$ cat config.mk
export PLATFORM = sky130hd
export DESIGN_NAME = preamp_front_panel_control
export DESIGN_NICKNAME = d
export VERILOG_FILES = /design/src/pfp_pkg.sv /design/src/preamp_front_panel_control.sv
export SDC_FILE = /design/constraint.sdc
export NUM_CORES = 1
export LEC_CHECK = 0
export ABC_AREA = 1
export BUFFER_PORTS_ARGS = -buffer_cell sky130_fd_sc_hd__buf_2
export CAP_MARGIN = 20
export CORE_MARGIN = 1.5
export CORE_UTILIZATION = 55
export CTS_CLUSTER_DIAMETER = 100
export DETAILED_ROUTE_END_ITERATION = 8
export PLACE_DENSITY = 0.82
export SLEW_MARGIN = 20
export SYNTH_ARGS = -nofsm -noshare
export SYNTH_HDL_FRONTEND = slang
export SYNTH_SLANG_ARGS = --single-unit
$ cat constraint.sdc
create_clock -name clock_i -period 4.3 [get_ports clock_i]
set_input_delay 0.215 -clock clock_i [delete_from_list [all_inputs] [get_ports clock_i]]
set_output_delay 0.215 -clock clock_i [all_outputs]
set_load 0.01 [all_outputs]
$ cat src/pfp_pkg.sv
// shared constants, register map and types of the preamp front-panel control block
package pfp_pkg;
  localparam int unsigned CLK_HZ = 250_000_000;
  localparam int unsigned CYC_PER_MS = CLK_HZ / 1000;
  // times in their own units, cycle counts derived from them
  localparam int unsigned AZ_WAIT_MS = 3300;
  localparam int unsigned AZ_WAIT_CYC = AZ_WAIT_MS * CYC_PER_MS;
  localparam int unsigned AZ_SAMPLE_MS = 500;
  localparam int unsigned AZ_SAMPLE_CYC = AZ_SAMPLE_MS * CYC_PER_MS;
  localparam int unsigned OVERLOAD_SOURCE_QUERY_HOLD_MS = 50;
  localparam int unsigned OVERLOAD_SOURCE_QUERY_HOLD_CYC = OVERLOAD_SOURCE_QUERY_HOLD_MS * CYC_PER_MS;
  localparam int unsigned DEBOUNCE_MS = 10;
  localparam int unsigned DEBOUNCE_CYC = DEBOUNCE_MS * CYC_PER_MS;
  localparam int unsigned INT_REF_MHZ = 1000;
  localparam int unsigned INT_HALF_CYC = 32'(64'(CLK_HZ) * 500 / INT_REF_MHZ);
  localparam int unsigned EXT_FMIN_MHZ = 900;
  localparam int unsigned EXT_FMAX_MHZ = 1100;
  localparam int unsigned EXT_PER_MIN_CYC = 32'((64'(CLK_HZ) * 1000 + EXT_FMAX_MHZ - 1) / EXT_FMAX_MHZ);
  localparam int unsigned EXT_PER_MAX_CYC = 32'(64'(CLK_HZ) * 1000 / EXT_FMIN_MHZ);
  localparam int unsigned EXT_LOSS_CYC = 2 * EXT_PER_MAX_CYC;
  localparam int unsigned LOCK_S = 250;
  localparam int unsigned LOCK_EDGES = LOCK_S * INT_REF_MHZ / 1000;
  // register byte offsets
  localparam logic [4:0] REG_SETTINGS = 5'h00;
  localparam logic [4:0] REG_STATUS = 5'h04;
  localparam logic [4:0] REG_TRIM = 5'h08;
  localparam logic [4:0] REG_CAL = 5'h0c;
  // settings field positions
  localparam int SET_LF = 0;
  localparam int SET_GAIN = 1;
  localparam int SET_AZ = 3;
  localparam int SET_INOPEN = 4;
  localparam int SET_SHIELD = 5;
  localparam int SET_BIASGND = 7;
  localparam int SET_BSHGND = 8;
  localparam int SET_PLL = 9;
  localparam int SET_SYNCOUT = 10;
  localparam int SET_ARM = 11;
  // status field positions of the clearable bits
  localparam int ST_SRC_FIN = 7;
  localparam int ST_SRC_RAW = 8;
  localparam int ST_DDE = 9;
  // input shield codes and reset defaults
  localparam logic [1:0] SHIELD_PROG = 2'h0;
  localparam logic [1:0] SHIELD_BIAS = 2'h1;
  localparam logic [1:0] SHIELD_GND = 2'h2;
  localparam logic [1:0] GAIN_RST = 2'h0;
  localparam logic AZ_RST = 1'h1;
  localparam logic BIASGND_RST = 1'h1;
  localparam logic BSHGND_RST = 1'h1;
  // front-panel button indices
  localparam int NB = 6;
  localparam int BTN_AZ = 0;
  localparam int BTN_SYNC = 1;
  localparam int BTN_INPUT = 2;
  localparam int BTN_SHIELD = 3;
  localparam int BTN_BIAS = 4;
  localparam int BTN_BSH = 5;
  typedef enum logic [1:0] {AZ_OFF, AZ_ARM, AZ_ON, AZ_HOLD} az_state_t;
endpackage

$ cat src/preamp_front_panel_control.sv
// front-panel control logic of the current preamplifier: autozero, reference clock, relays, overloads
// Functional notes
// - autozero on waits for next reference rising edge, at most 3.3 s, then engages.
// - autozero off samples and stores the trim within 1 s, then stops switching.
// - the stored trim stays applied until autozero is engaged again.
// - autozero switching toggles at half the selected reference clock frequency.
// - periodic signal on sync connector set as input is the external clock; LED lit.
// - external clock 0.90 to 1.10 Hz locks, after about 250 s.
// - unlocked LED lit while following external clock without lock.
// - no external clock: internal reference used, external and unlocked LEDs dark.
// - sync button toggles connector direction; output drives internal 1 Hz clock, LED lit.
// - output request with external clock present is refused and raises an error.
// - connector set to output ignores any applied external signal.
// - input button toggles input relay; LED lit while input open.
// - shield button cycles program, bias, ground with one of three LEDs.
// - bias button toggles bias terminal or ground; LED lit on ground.
// - grounded bias bypasses the difference amplifier.
// - bias-shield button toggles float or ground with one of two LEDs.
// - bias comparator overload lights the bias overload indicator.
// - overload indicators stay lit at least 50 ms, then clear once condition gone.
// - final or raw stage overload lights output indicator; source readable.
// - settings saved to non-volatile memory and restored at power-up.
// - when armed, overload or unlocked also asserts the status output.
//
// Decided for this implementation: register access over Avalon-MM and the register addresses.
`timescale 1ns/1ns
`default_nettype none
module preamp_front_panel_control #(
  parameter int TRIM_W = 16,
  parameter int CAL_W = 16,
  parameter int unsigned AZ_WAIT = pfp_pkg::AZ_WAIT_CYC,
  parameter int unsigned AZ_SAMPLE = pfp_pkg::AZ_SAMPLE_CYC,
  parameter int unsigned OVERLOAD_SOURCE_QUERY_HOLD = pfp_pkg::OVERLOAD_SOURCE_QUERY_HOLD_CYC,
  parameter int unsigned DEB = pfp_pkg::DEBOUNCE_CYC,
  parameter int unsigned INT_HALF = pfp_pkg::INT_HALF_CYC,
  parameter int unsigned PER_MIN = pfp_pkg::EXT_PER_MIN_CYC,
  parameter int unsigned PER_MAX = pfp_pkg::EXT_PER_MAX_CYC,
  parameter int unsigned EXT_LOSS = pfp_pkg::EXT_LOSS_CYC,
  parameter int unsigned LOCK_N = pfp_pkg::LOCK_EDGES
) (
  input wire logic clock_i,
  input wire logic rst_n_i,
  input wire logic [pfp_pkg::NB-1:0] btn_i,
  input wire logic sync_in_i,
  output logic sync_o,
  output logic sync_oe_o,
  input wire logic bias_cmp_i,
  input wire logic out_cmp_i,
  input wire logic raw_cmp_i,
  input wire logic [TRIM_W-1:0] trim_i,
  output logic [TRIM_W-1:0] trim_o,
  output logic az_switch_o,
  output logic az_led_o,
  output logic ext_led_o,
  output logic unlocked_led_o,
  output logic sync_out_led_o,
  output logic input_open_o,
  output logic [1:0] shield_sel_o,
  output logic shield_prog_led_o,
  output logic shield_bias_led_o,
  output logic shield_gnd_led_o,
  output logic bias_gnd_o,
  output logic diff_bypass_o,
  output logic bshield_float_led_o,
  output logic bshield_gnd_led_o,
  output logic bias_overload_indicator_o,
  output logic output_overload_indicator_o,
  output logic status_n_o,
  output logic [1:0] gain_o,
  output logic line_frequency_setting_o,
  output logic pll_keep_o,
  output logic [CAL_W-1:0] cal_o,
  input wire logic nv_load_i,
  input wire logic [CAL_W+9:0] nv_data_i,
  output logic nv_store_o,
  output logic [CAL_W+9:0] nv_data_o,
  input wire logic [4:0] address_i,
  input wire logic read_i,
  input wire logic write_i,
  input wire logic [3:0] byteenable_i,
  input wire logic [31:0] writedata_i,
  output logic [31:0] readdata_o,
  output logic waitrequest_o
);
  import pfp_pkg::*;
  typedef struct packed {
    logic [NB-1:0] b_s1, b_s2, b_st, press;
    logic [NB-1:0][31:0] b_cnt;
    logic x_s1, x_s2, x_s3;
    logic [2:0] c_s1, c_s2;
    logic int_ref, ext_present, locked;
    logic [31:0] int_cnt, per_cnt, lock_cnt, az_cnt, rdata;
    az_state_t az_st;
    logic az_phase, az_want;
    logic [TRIM_W-1:0] trim_r, trim_o;
    logic lf50, input_open, bias_gnd, bshield_gnd, pll_keep, sync_out, arm;
    logic [1:0] gain, shield, ov;
    logic [CAL_W-1:0] cal;
    logic [1:0][31:0] ov_cnt;
    logic src_fin, src_raw, dde, ack, nv_store, status_n;
    logic [CAL_W+9:0] nv_data;
  } state_t;
  state_t s_r, s_nxt;
  logic int_rise, ext_rise, ref_rise, req, wr_go, unlocked;
  logic [1:0] ov_cond;
  // edge sources; the connector is deaf while driving out
  // ignore when output
  assign ext_rise = s_r.x_s2 & ~s_r.x_s3 & ~s_r.sync_out;
  assign int_rise = (s_r.int_cnt >= INT_HALF - 1) & ~s_r.int_ref;
  assign ref_rise = s_r.ext_present ? ext_rise : int_rise;
  assign unlocked = s_r.ext_present & ~s_r.locked;
  assign req = read_i | write_i;
  assign wr_go = write_i & s_r.ack;
  assign ov_cond = {s_r.c_s2[1] | s_r.c_s2[2], s_r.c_s2[0]};
  // next-state logic of the whole block
  always_comb begin
    logic dir_tgt;
    dir_tgt = s_r.sync_out;
    s_nxt = s_r;
    // two-flop synchronisers; first stage feeds only the second
    s_nxt.b_s1 = btn_i;
    s_nxt.b_s2 = s_r.b_s1;
    s_nxt.x_s1 = sync_in_i;
    s_nxt.x_s2 = s_r.x_s1;
    s_nxt.x_s3 = s_r.x_s2;
    s_nxt.c_s1 = {raw_cmp_i, out_cmp_i, bias_cmp_i};
    s_nxt.c_s2 = s_r.c_s1;
    s_nxt.press = '0;
    for (int i = 0; i < NB; i++) begin
      if (s_r.b_s2[i] == s_r.b_st[i]) begin
        s_nxt.b_cnt[i] = '0;
      end else if (s_r.b_cnt[i] >= DEB - 1) begin
        s_nxt.b_st[i] = s_r.b_s2[i];
        s_nxt.b_cnt[i] = '0;
        s_nxt.press[i] = s_r.b_s2[i];
      end else begin
        s_nxt.b_cnt[i] = s_r.b_cnt[i] + 32'h1;
      end
    end
    if (s_r.int_cnt >= INT_HALF - 1) begin
      s_nxt.int_cnt = '0;
      s_nxt.int_ref = ~s_r.int_ref;
    end else begin
      s_nxt.int_cnt = s_r.int_cnt + 32'h1;
    end
    if (s_r.sync_out) begin
      s_nxt.ext_present = 1'b0;
      s_nxt.locked = 1'b0;
      s_nxt.lock_cnt = '0;
      s_nxt.per_cnt = '0;
    end else if (ext_rise) begin
      s_nxt.per_cnt = '0;
      s_nxt.ext_present = 1'b1;
      if (s_r.ext_present && s_r.per_cnt >= PER_MIN - 1 && s_r.per_cnt <= PER_MAX - 1) begin
        if (s_r.lock_cnt >= LOCK_N - 1) begin
          s_nxt.locked = 1'b1;
        end else begin
          s_nxt.lock_cnt = s_r.lock_cnt + 32'h1;
        end
      end else begin
        s_nxt.lock_cnt = '0;
        s_nxt.locked = 1'b0;
      end
    end else if (s_r.per_cnt >= EXT_LOSS - 1) begin
      s_nxt.ext_present = 1'b0;
      s_nxt.locked = 1'b0;
      s_nxt.lock_cnt = '0;
    end else begin
      s_nxt.per_cnt = s_r.per_cnt + 32'h1;
    end
    if (nv_load_i) begin
      {s_nxt.cal, s_nxt.pll_keep, s_nxt.bshield_gnd, s_nxt.bias_gnd, s_nxt.shield, s_nxt.input_open,
       s_nxt.az_want, s_nxt.gain, s_nxt.lf50} = nv_data_i;
    end
    // settings written by software, low and high byte lanes
    if (wr_go && address_i == REG_SETTINGS && byteenable_i[0]) begin
      s_nxt.lf50 = writedata_i[SET_LF];
      s_nxt.gain = writedata_i[SET_GAIN +: 2];
      s_nxt.az_want = writedata_i[SET_AZ];
      s_nxt.input_open = writedata_i[SET_INOPEN];
      if (writedata_i[SET_SHIELD +: 2] <= SHIELD_GND) begin
        s_nxt.shield = writedata_i[SET_SHIELD +: 2];
      end
      s_nxt.bias_gnd = writedata_i[SET_BIASGND];
    end
    if (wr_go && address_i == REG_SETTINGS && byteenable_i[1]) begin
      s_nxt.bshield_gnd = writedata_i[SET_BSHGND];
      s_nxt.pll_keep = writedata_i[SET_PLL];
      s_nxt.arm = writedata_i[SET_ARM];
    end
    if (wr_go && address_i == REG_CAL) begin
      if (byteenable_i[0]) s_nxt.cal[7:0] = writedata_i[7:0];
      if (byteenable_i[1]) s_nxt.cal[CAL_W-1:8] = writedata_i[CAL_W-1:8];
    end
    // front-panel toggles
    if (s_r.press[BTN_AZ]) s_nxt.az_want = ~s_r.az_want;
    if (s_r.press[BTN_INPUT]) s_nxt.input_open = ~s_r.input_open;
    if (s_r.press[BTN_SHIELD]) begin
      s_nxt.shield = (s_r.shield == SHIELD_PROG) ? SHIELD_BIAS :
                     (s_r.shield == SHIELD_BIAS) ? SHIELD_GND : SHIELD_PROG;
    end
    if (s_r.press[BTN_BIAS]) s_nxt.bias_gnd = ~s_r.bias_gnd;
    if (s_r.press[BTN_BSH]) s_nxt.bshield_gnd = ~s_r.bshield_gnd;
    // direction target from button toggle or software write
    if (s_r.press[BTN_SYNC]) dir_tgt = ~s_r.sync_out;
    if (wr_go && address_i == REG_SETTINGS && byteenable_i[1]) dir_tgt = writedata_i[SET_SYNCOUT];
    // error flag: clear first so a new refusal in the same cycle wins
    if (wr_go && address_i == REG_STATUS && byteenable_i[1] && writedata_i[ST_DDE]) s_nxt.dde = 1'b0;
    // refuse output while external clock present
    if (dir_tgt && !s_r.sync_out && s_r.ext_present) begin
      s_nxt.sync_out = 1'b0;
      s_nxt.dde = 1'b1;
    end else begin
      s_nxt.sync_out = dir_tgt;
    end
    // autozero sequencing
    unique case (s_r.az_st)
      AZ_OFF: begin
        s_nxt.az_phase = 1'b0;
        if (s_r.az_want) begin
          s_nxt.az_st = AZ_ARM;
          s_nxt.az_cnt = '0;
        end
      end
      AZ_ARM: begin
        if (!s_r.az_want) begin
          s_nxt.az_st = AZ_OFF;
        end else if (ref_rise || s_r.az_cnt >= AZ_WAIT - 1) begin
          s_nxt.az_st = AZ_ON;
          s_nxt.az_phase = 1'b0;
        end else begin
          s_nxt.az_cnt = s_r.az_cnt + 32'h1;
        end
      end
      AZ_ON: begin
        if (!s_r.az_want) begin
          s_nxt.az_st = AZ_HOLD;
          s_nxt.az_cnt = '0;
        end
        if (ref_rise) s_nxt.az_phase = ~s_r.az_phase;
      end
      AZ_HOLD: begin
        if (s_r.az_cnt >= AZ_SAMPLE - 1) begin
          s_nxt.trim_r = trim_i;
          s_nxt.az_st = AZ_OFF;
        end else begin
          s_nxt.az_cnt = s_r.az_cnt + 32'h1;
        end
        if (ref_rise) s_nxt.az_phase = ~s_r.az_phase;
      end
    endcase
    // live trim while zeroing, held value otherwise
    s_nxt.trim_o = (s_r.az_st == AZ_ON || s_r.az_st == AZ_HOLD) ? trim_i : s_r.trim_r;
    for (int k = 0; k < 2; k++) begin
      if (!s_r.ov[k]) begin
        if (ov_cond[k]) begin
          s_nxt.ov[k] = 1'b1;
          s_nxt.ov_cnt[k] = '0;
        end
      end else if (s_r.ov_cnt[k] < OVERLOAD_SOURCE_QUERY_HOLD - 1) begin
        s_nxt.ov_cnt[k] = s_r.ov_cnt[k] + 32'h1;
      end else if (!ov_cond[k]) begin
        s_nxt.ov[k] = 1'b0;
      end
    end
    // sticky source flags, a new event beats the clear
    if (wr_go && address_i == REG_STATUS && byteenable_i[0] && writedata_i[ST_SRC_FIN]) s_nxt.src_fin = 1'b0;
    if (wr_go && address_i == REG_STATUS && byteenable_i[1] && writedata_i[ST_SRC_RAW]) s_nxt.src_raw = 1'b0;
    if (s_r.c_s2[1]) s_nxt.src_fin = 1'b1;
    if (s_r.c_s2[2]) s_nxt.src_raw = 1'b1;
    s_nxt.status_n = ~(s_r.arm & ((|s_r.ov) | unlocked));
    // bus slave: one wait cycle, read data captured with the answer
    s_nxt.ack = req & ~s_r.ack;
    if (req && !s_r.ack) begin
      unique case (address_i)
        REG_SETTINGS: s_nxt.rdata = {20'h0, s_r.arm, s_r.sync_out, s_r.pll_keep, s_r.bshield_gnd, s_r.bias_gnd,
                                     s_r.shield, s_r.input_open, s_r.az_want, s_r.gain, s_r.lf50};
        REG_STATUS: s_nxt.rdata = {21'h0, s_r.az_phase, s_r.dde, s_r.src_raw, s_r.src_fin, s_r.ov, s_r.sync_out,
                                   unlocked, s_r.ext_present, s_r.az_st == AZ_ARM || s_r.az_st == AZ_HOLD,
                                   s_r.az_st == AZ_ON};
        REG_TRIM: s_nxt.rdata = {{(32 - TRIM_W){1'b0}}, s_r.trim_r};
        REG_CAL: s_nxt.rdata = {{(32 - CAL_W){1'b0}}, s_r.cal};
        default: s_nxt.rdata = 32'h0;
      endcase
    end
    // save on any change of retained settings
    s_nxt.nv_data = {s_nxt.cal, s_nxt.pll_keep, s_nxt.bshield_gnd, s_nxt.bias_gnd, s_nxt.shield,
                     s_nxt.input_open, s_nxt.az_want, s_nxt.gain, s_nxt.lf50};
    s_nxt.nv_store = (s_nxt.nv_data != s_r.nv_data);
    // synchronous reset to the default configuration
    if (!rst_n_i) begin
      s_nxt = '0;
      s_nxt.az_st = AZ_OFF;
      s_nxt.gain = GAIN_RST;
      s_nxt.az_want = AZ_RST;
      s_nxt.shield = SHIELD_GND;
      s_nxt.bias_gnd = BIASGND_RST;
      s_nxt.bshield_gnd = BSHGND_RST;
      s_nxt.status_n = 1'b1;
      s_nxt.nv_data = {{CAL_W{1'b0}}, 1'b0, BSHGND_RST, BIASGND_RST, SHIELD_GND, 1'b0, AZ_RST, GAIN_RST, 1'b0};
    end
  end
  // the single state register
  always_ff @(posedge clock_i) begin
    s_r <= s_nxt;
  end
  // outputs straight from state bits, except waitrequest_o, which also decodes read_i and write_i
  assign sync_o = s_r.int_ref;
  assign sync_oe_o = s_r.sync_out;
  assign sync_out_led_o = s_r.sync_out;
  assign trim_o = s_r.trim_o;
  assign az_switch_o = s_r.az_phase;
  assign az_led_o = (s_r.az_st == AZ_ON || s_r.az_st == AZ_HOLD); // stays lit until the trim is stored
  assign ext_led_o = s_r.ext_present;
  assign unlocked_led_o = unlocked;
  assign input_open_o = s_r.input_open;
  assign shield_sel_o = s_r.shield;
  assign shield_prog_led_o = (s_r.shield == SHIELD_PROG);
  assign shield_bias_led_o = (s_r.shield == SHIELD_BIAS);
  assign shield_gnd_led_o = (s_r.shield == SHIELD_GND);
  assign bias_gnd_o = s_r.bias_gnd;
  assign diff_bypass_o = s_r.bias_gnd;
  assign bshield_float_led_o = ~s_r.bshield_gnd;
  assign bshield_gnd_led_o = s_r.bshield_gnd;
  assign bias_overload_indicator_o = s_r.ov[0];
  assign output_overload_indicator_o = s_r.ov[1];
  assign status_n_o = s_r.status_n;
  assign gain_o = s_r.gain;
  assign line_frequency_setting_o = s_r.lf50;
  assign pll_keep_o = s_r.pll_keep;
  assign cal_o = s_r.cal;
  assign nv_store_o = s_r.nv_store;
  assign nv_data_o = s_r.nv_data;
  assign readdata_o = s_r.rdata;
  assign waitrequest_o = req & ~s_r.ack;
endmodule
`default_nettype wire

==> reports/metrics.yaml <==
timing:
  relSlewSlack_pct: 28.5
  rsz0062_at_grt: "false"
  hold_viol: 0
  setup-violations-final: 0
  fmax_mhz: 340
  post-route-period-util_pct: 68.5
  setup_tns_ns: 0
  maxSlewViolCount: 0
  period_minus_slack_ns: 2.94
  timing.hold.ws_ns: 0.0200
  worst_pin_slew_ns: 1.07
  fin_worst_skew_ns: 0.0250
grt:
  grt_pass1_wl_um: 102000
  grt_pass1_vias: 21256
  grt_usage_pct: 26.2
  gr-total-overflow: 0
  grtUsageMet2_pct: 42.2
  grt_busiest_layer: "met2"
  antenna_found_initial: 10
  grt_use_met1_pct: 34.8
  grt_use_met3_pct: 4.72
  grt_max_degree: 59
synth:
  synthTopCellsByCount: "nand2_1, dfxtp_1, nor2_1, inv_1, nand3_1"
  avgSynthCellArea_um2: 6.95
  yosysWarnings: 0
  synth.most_common_cell: "nand2_1"
  muxShareOfSynthArea_pct: 0
  async_flop_share_pct: 0
  synth_ff_type: "dfxtp_1"
  post_synth_xor_area_fraction_pct: 4.65
  seq_area_frac_synth_pct: 40.6
  synthDominantCellAreaShare_pct: 40.6
  synth-compound-area-share_pct: 8.64
  synth_simple_gate_area_share_pct: 34.5
  ys_types: 56
  synthCells: 3599
  ys_ff_latch: 507
  synth_edf_count: 0
  yosysTopAreaCell: "dfxtp_1"
  synth_area_um2: 25000
  synth.area.top_cells: "dfxtp_1, nand2_1, nor2_1"
  synth_top_family_by_area: "simple AND/OR/NAND/NOR gates"
  synth_fa_ha_area_share_pct: 0.800
power:
  power_density_nw_per_um2: 365
  total_power_mw: 10.2
  seq_power_share_pct: 47.6
  sw_frac_of_total_pct: 24.2
  ir_worst_vdd_mv: 0.264
  p_leak_nw: 10.8
  combPwrFrac_pct: 7.0
  p_int_mw: 7.76
  p_switching_mw: 2.47
  pwr-share-clk_pct: 45.4
critical_path:
  cp_cell_sequence: "ha_1, nand2_2, nor2_4, nand2_2, nand3_2, nand2_1, o211ai_2, nand2_2, nand3_2, nand2_2, nand2_2, inv_1, nor2_1, nor2_1"
  cpMostUsedCell: "nand2_2"
  cp.arrival_ns: 3.43
  critPathRequiredTime_ns: 4.79
  worstPathMaxFanout: 31
  startpoint_type: "flip-flop"
  path_class: "reg2reg"
  worst-path-buf-inv: 1
  slowest_delay_ns: 0.69
  critical-path-top-delay-family: "simple AND/OR/NAND/NOR gates"
  crit_slowest_cell: "nand2_2"
  end_kind: "flip-flop"
floorplan:
  die_h_um: 216
  dieArea_um2: 46800
  io_pins: 214
  num_rows: 77
  die_x_um: 216
  initial_core_util_pct: 56.1
  core_um2: 44600
drt:
  drc: 0
  drt-pass1-iter-count: 6
  routed_wl_um: 62500
  drt-initial-drc-count: 2029
  ant_nets: 0
  wl_per_cell_um: 14.2
  vias: 23193
  via_per_inst: 5.28
clocking:
  post_cts_resized: 0
  post-cts-setup-buffers: 0
  tritoncts: "done"
  insertion_delay_ns: 0.61
  cts_buffer_depth: 3
  cts_made_buffers: 53
  cts.sinks: 507
  htreeDepth: 2
  path_clk_slew_ns: 0.06
  cts_root_buf: "clkbuf_16"
final_layout:
  drive_above_1_share_pct: 10.3
  final_cells: 4395
  fillers: 4006
  num-nets-final: 3874
  fin_util_pct: 62.8
  synthToLayoutAreaGrowth_pct: 11.9
status:
  outcome: "finished clean"
placed_design:
  port_buffers: 179
  hpwlAfterDp_um: 44600
  gp_congestion: 0.963
  place_inst: 4262
job:
  drv_cap: 0
hold_path:
  hold_class: "in2reg"
==> path summary, 6_finish.rpt <==
check / endpoint / startpoint / cells past startpoint / slack (ns)
setup reg to reg: s_r[194] / s_r[194] / 14 / 1.36
hold / removal: cal_o[9] / nv_data_i[19] / 5 / 0.02
hold reg to reg: s_r[537] / s_r[543] / 2 / 0.40
setup / recovery: s_r[194] / s_r[194] / 14 / 1.36
==> tightest hold or removal path, cell delays in order <==
cell,delay [ns]
buf_2,0.07
nand2_1,0.06
nand3_1,0.10
nand2_1,0.07
nor2_1,0.07
==> cell usage in the layout (no fill, tap or decap), types with 81 or more instances in the layout <==
cell type  instances
a21oi_1          215
buf_2            179
conb_1            81
dfxtp_1          507
inv_1            391
nand2_1          800
nand3_1          267
nor2_1           462
nor3_1           159
o21ai_0          121
xor2_1           102
==> registers in the layout, indices dropped and copies added, names as in the netlist, named ones only <==
register                     count
sync_oe_o                        1
nv_data_o                        8
sync_o                           1
gain_o                           1
trim_o                          16
nv_store_o                       1
s_r                            439
az_switch_o                      1
status_n_o                       1
ov_cond                          1
cal_o                           16
shield_sel_o                     1
bias_overload_indicator_o        1
readdata_o                      16
ext_led_o                        1
output_overload_indicator_o      1
==> repair_timing <==
| item | 4_1_cts | 5_1_grt |
|---|---|---|
| setup endpoints to repair | 0 | 0 |
| hold buffers | 35 | 0 |
| hold endpoints to repair | 51 | 0 |
==> through the flow <==
stage / worst slack, ns / instance area (um^2)
finish: 1.36 / 28000
global placement: 1.40 / 25900
global route: 1.07 / 28000
floorplan: 2.47 / 25300
detailed placement: 1.39 / 25900
CTS: 1.40 / 28000
==> metal layers <==
layer	wire [um]	up-vias
met5	68	-
met4	2260	10
met3	4480	161
met2	27700	777
met1	27900	10481
li1	-	11764
==> final cells by class <==
cell class                      count  area (um^2)  share of cell area [%]
Clock inverter                     18          221                   0.791
Clock buffer                       74         1560                    5.56
Timing Repair Buffer              224         1320                    4.72
Sequential cell                   507        10100                    36.2
Tap cell                          592          741                    2.65
Inverter                          405         1520                    5.44
Multi-Input combinational cell   2569        12500                    44.6
Antenna cell                        6         15.0                  0.0536
==> kinds of logic after synthesis <==
group                      after synthesis
buffers and inverters                  603
other                                    1
AOI/OAI and AO/OA                      401
adders and majority gates               16
xor gates and xnor gates               133
DFF                                    507
and+or+nand+nor                       1938
==> power groups by stage <==
stage          sequential [mW]  combinational, mW  clock [mW]
6_report                  4.87              0.718        4.64
3_3_place_gp              4.97              0.665           0
3_5_place_dp              4.97              0.670           0
2_1_floorplan             4.94              0.529           0
4_1_cts                   4.87              0.701        4.72
5_1_grt                   4.87              0.790        4.92
No activity file was read; power rests on OpenSTA's default activity.
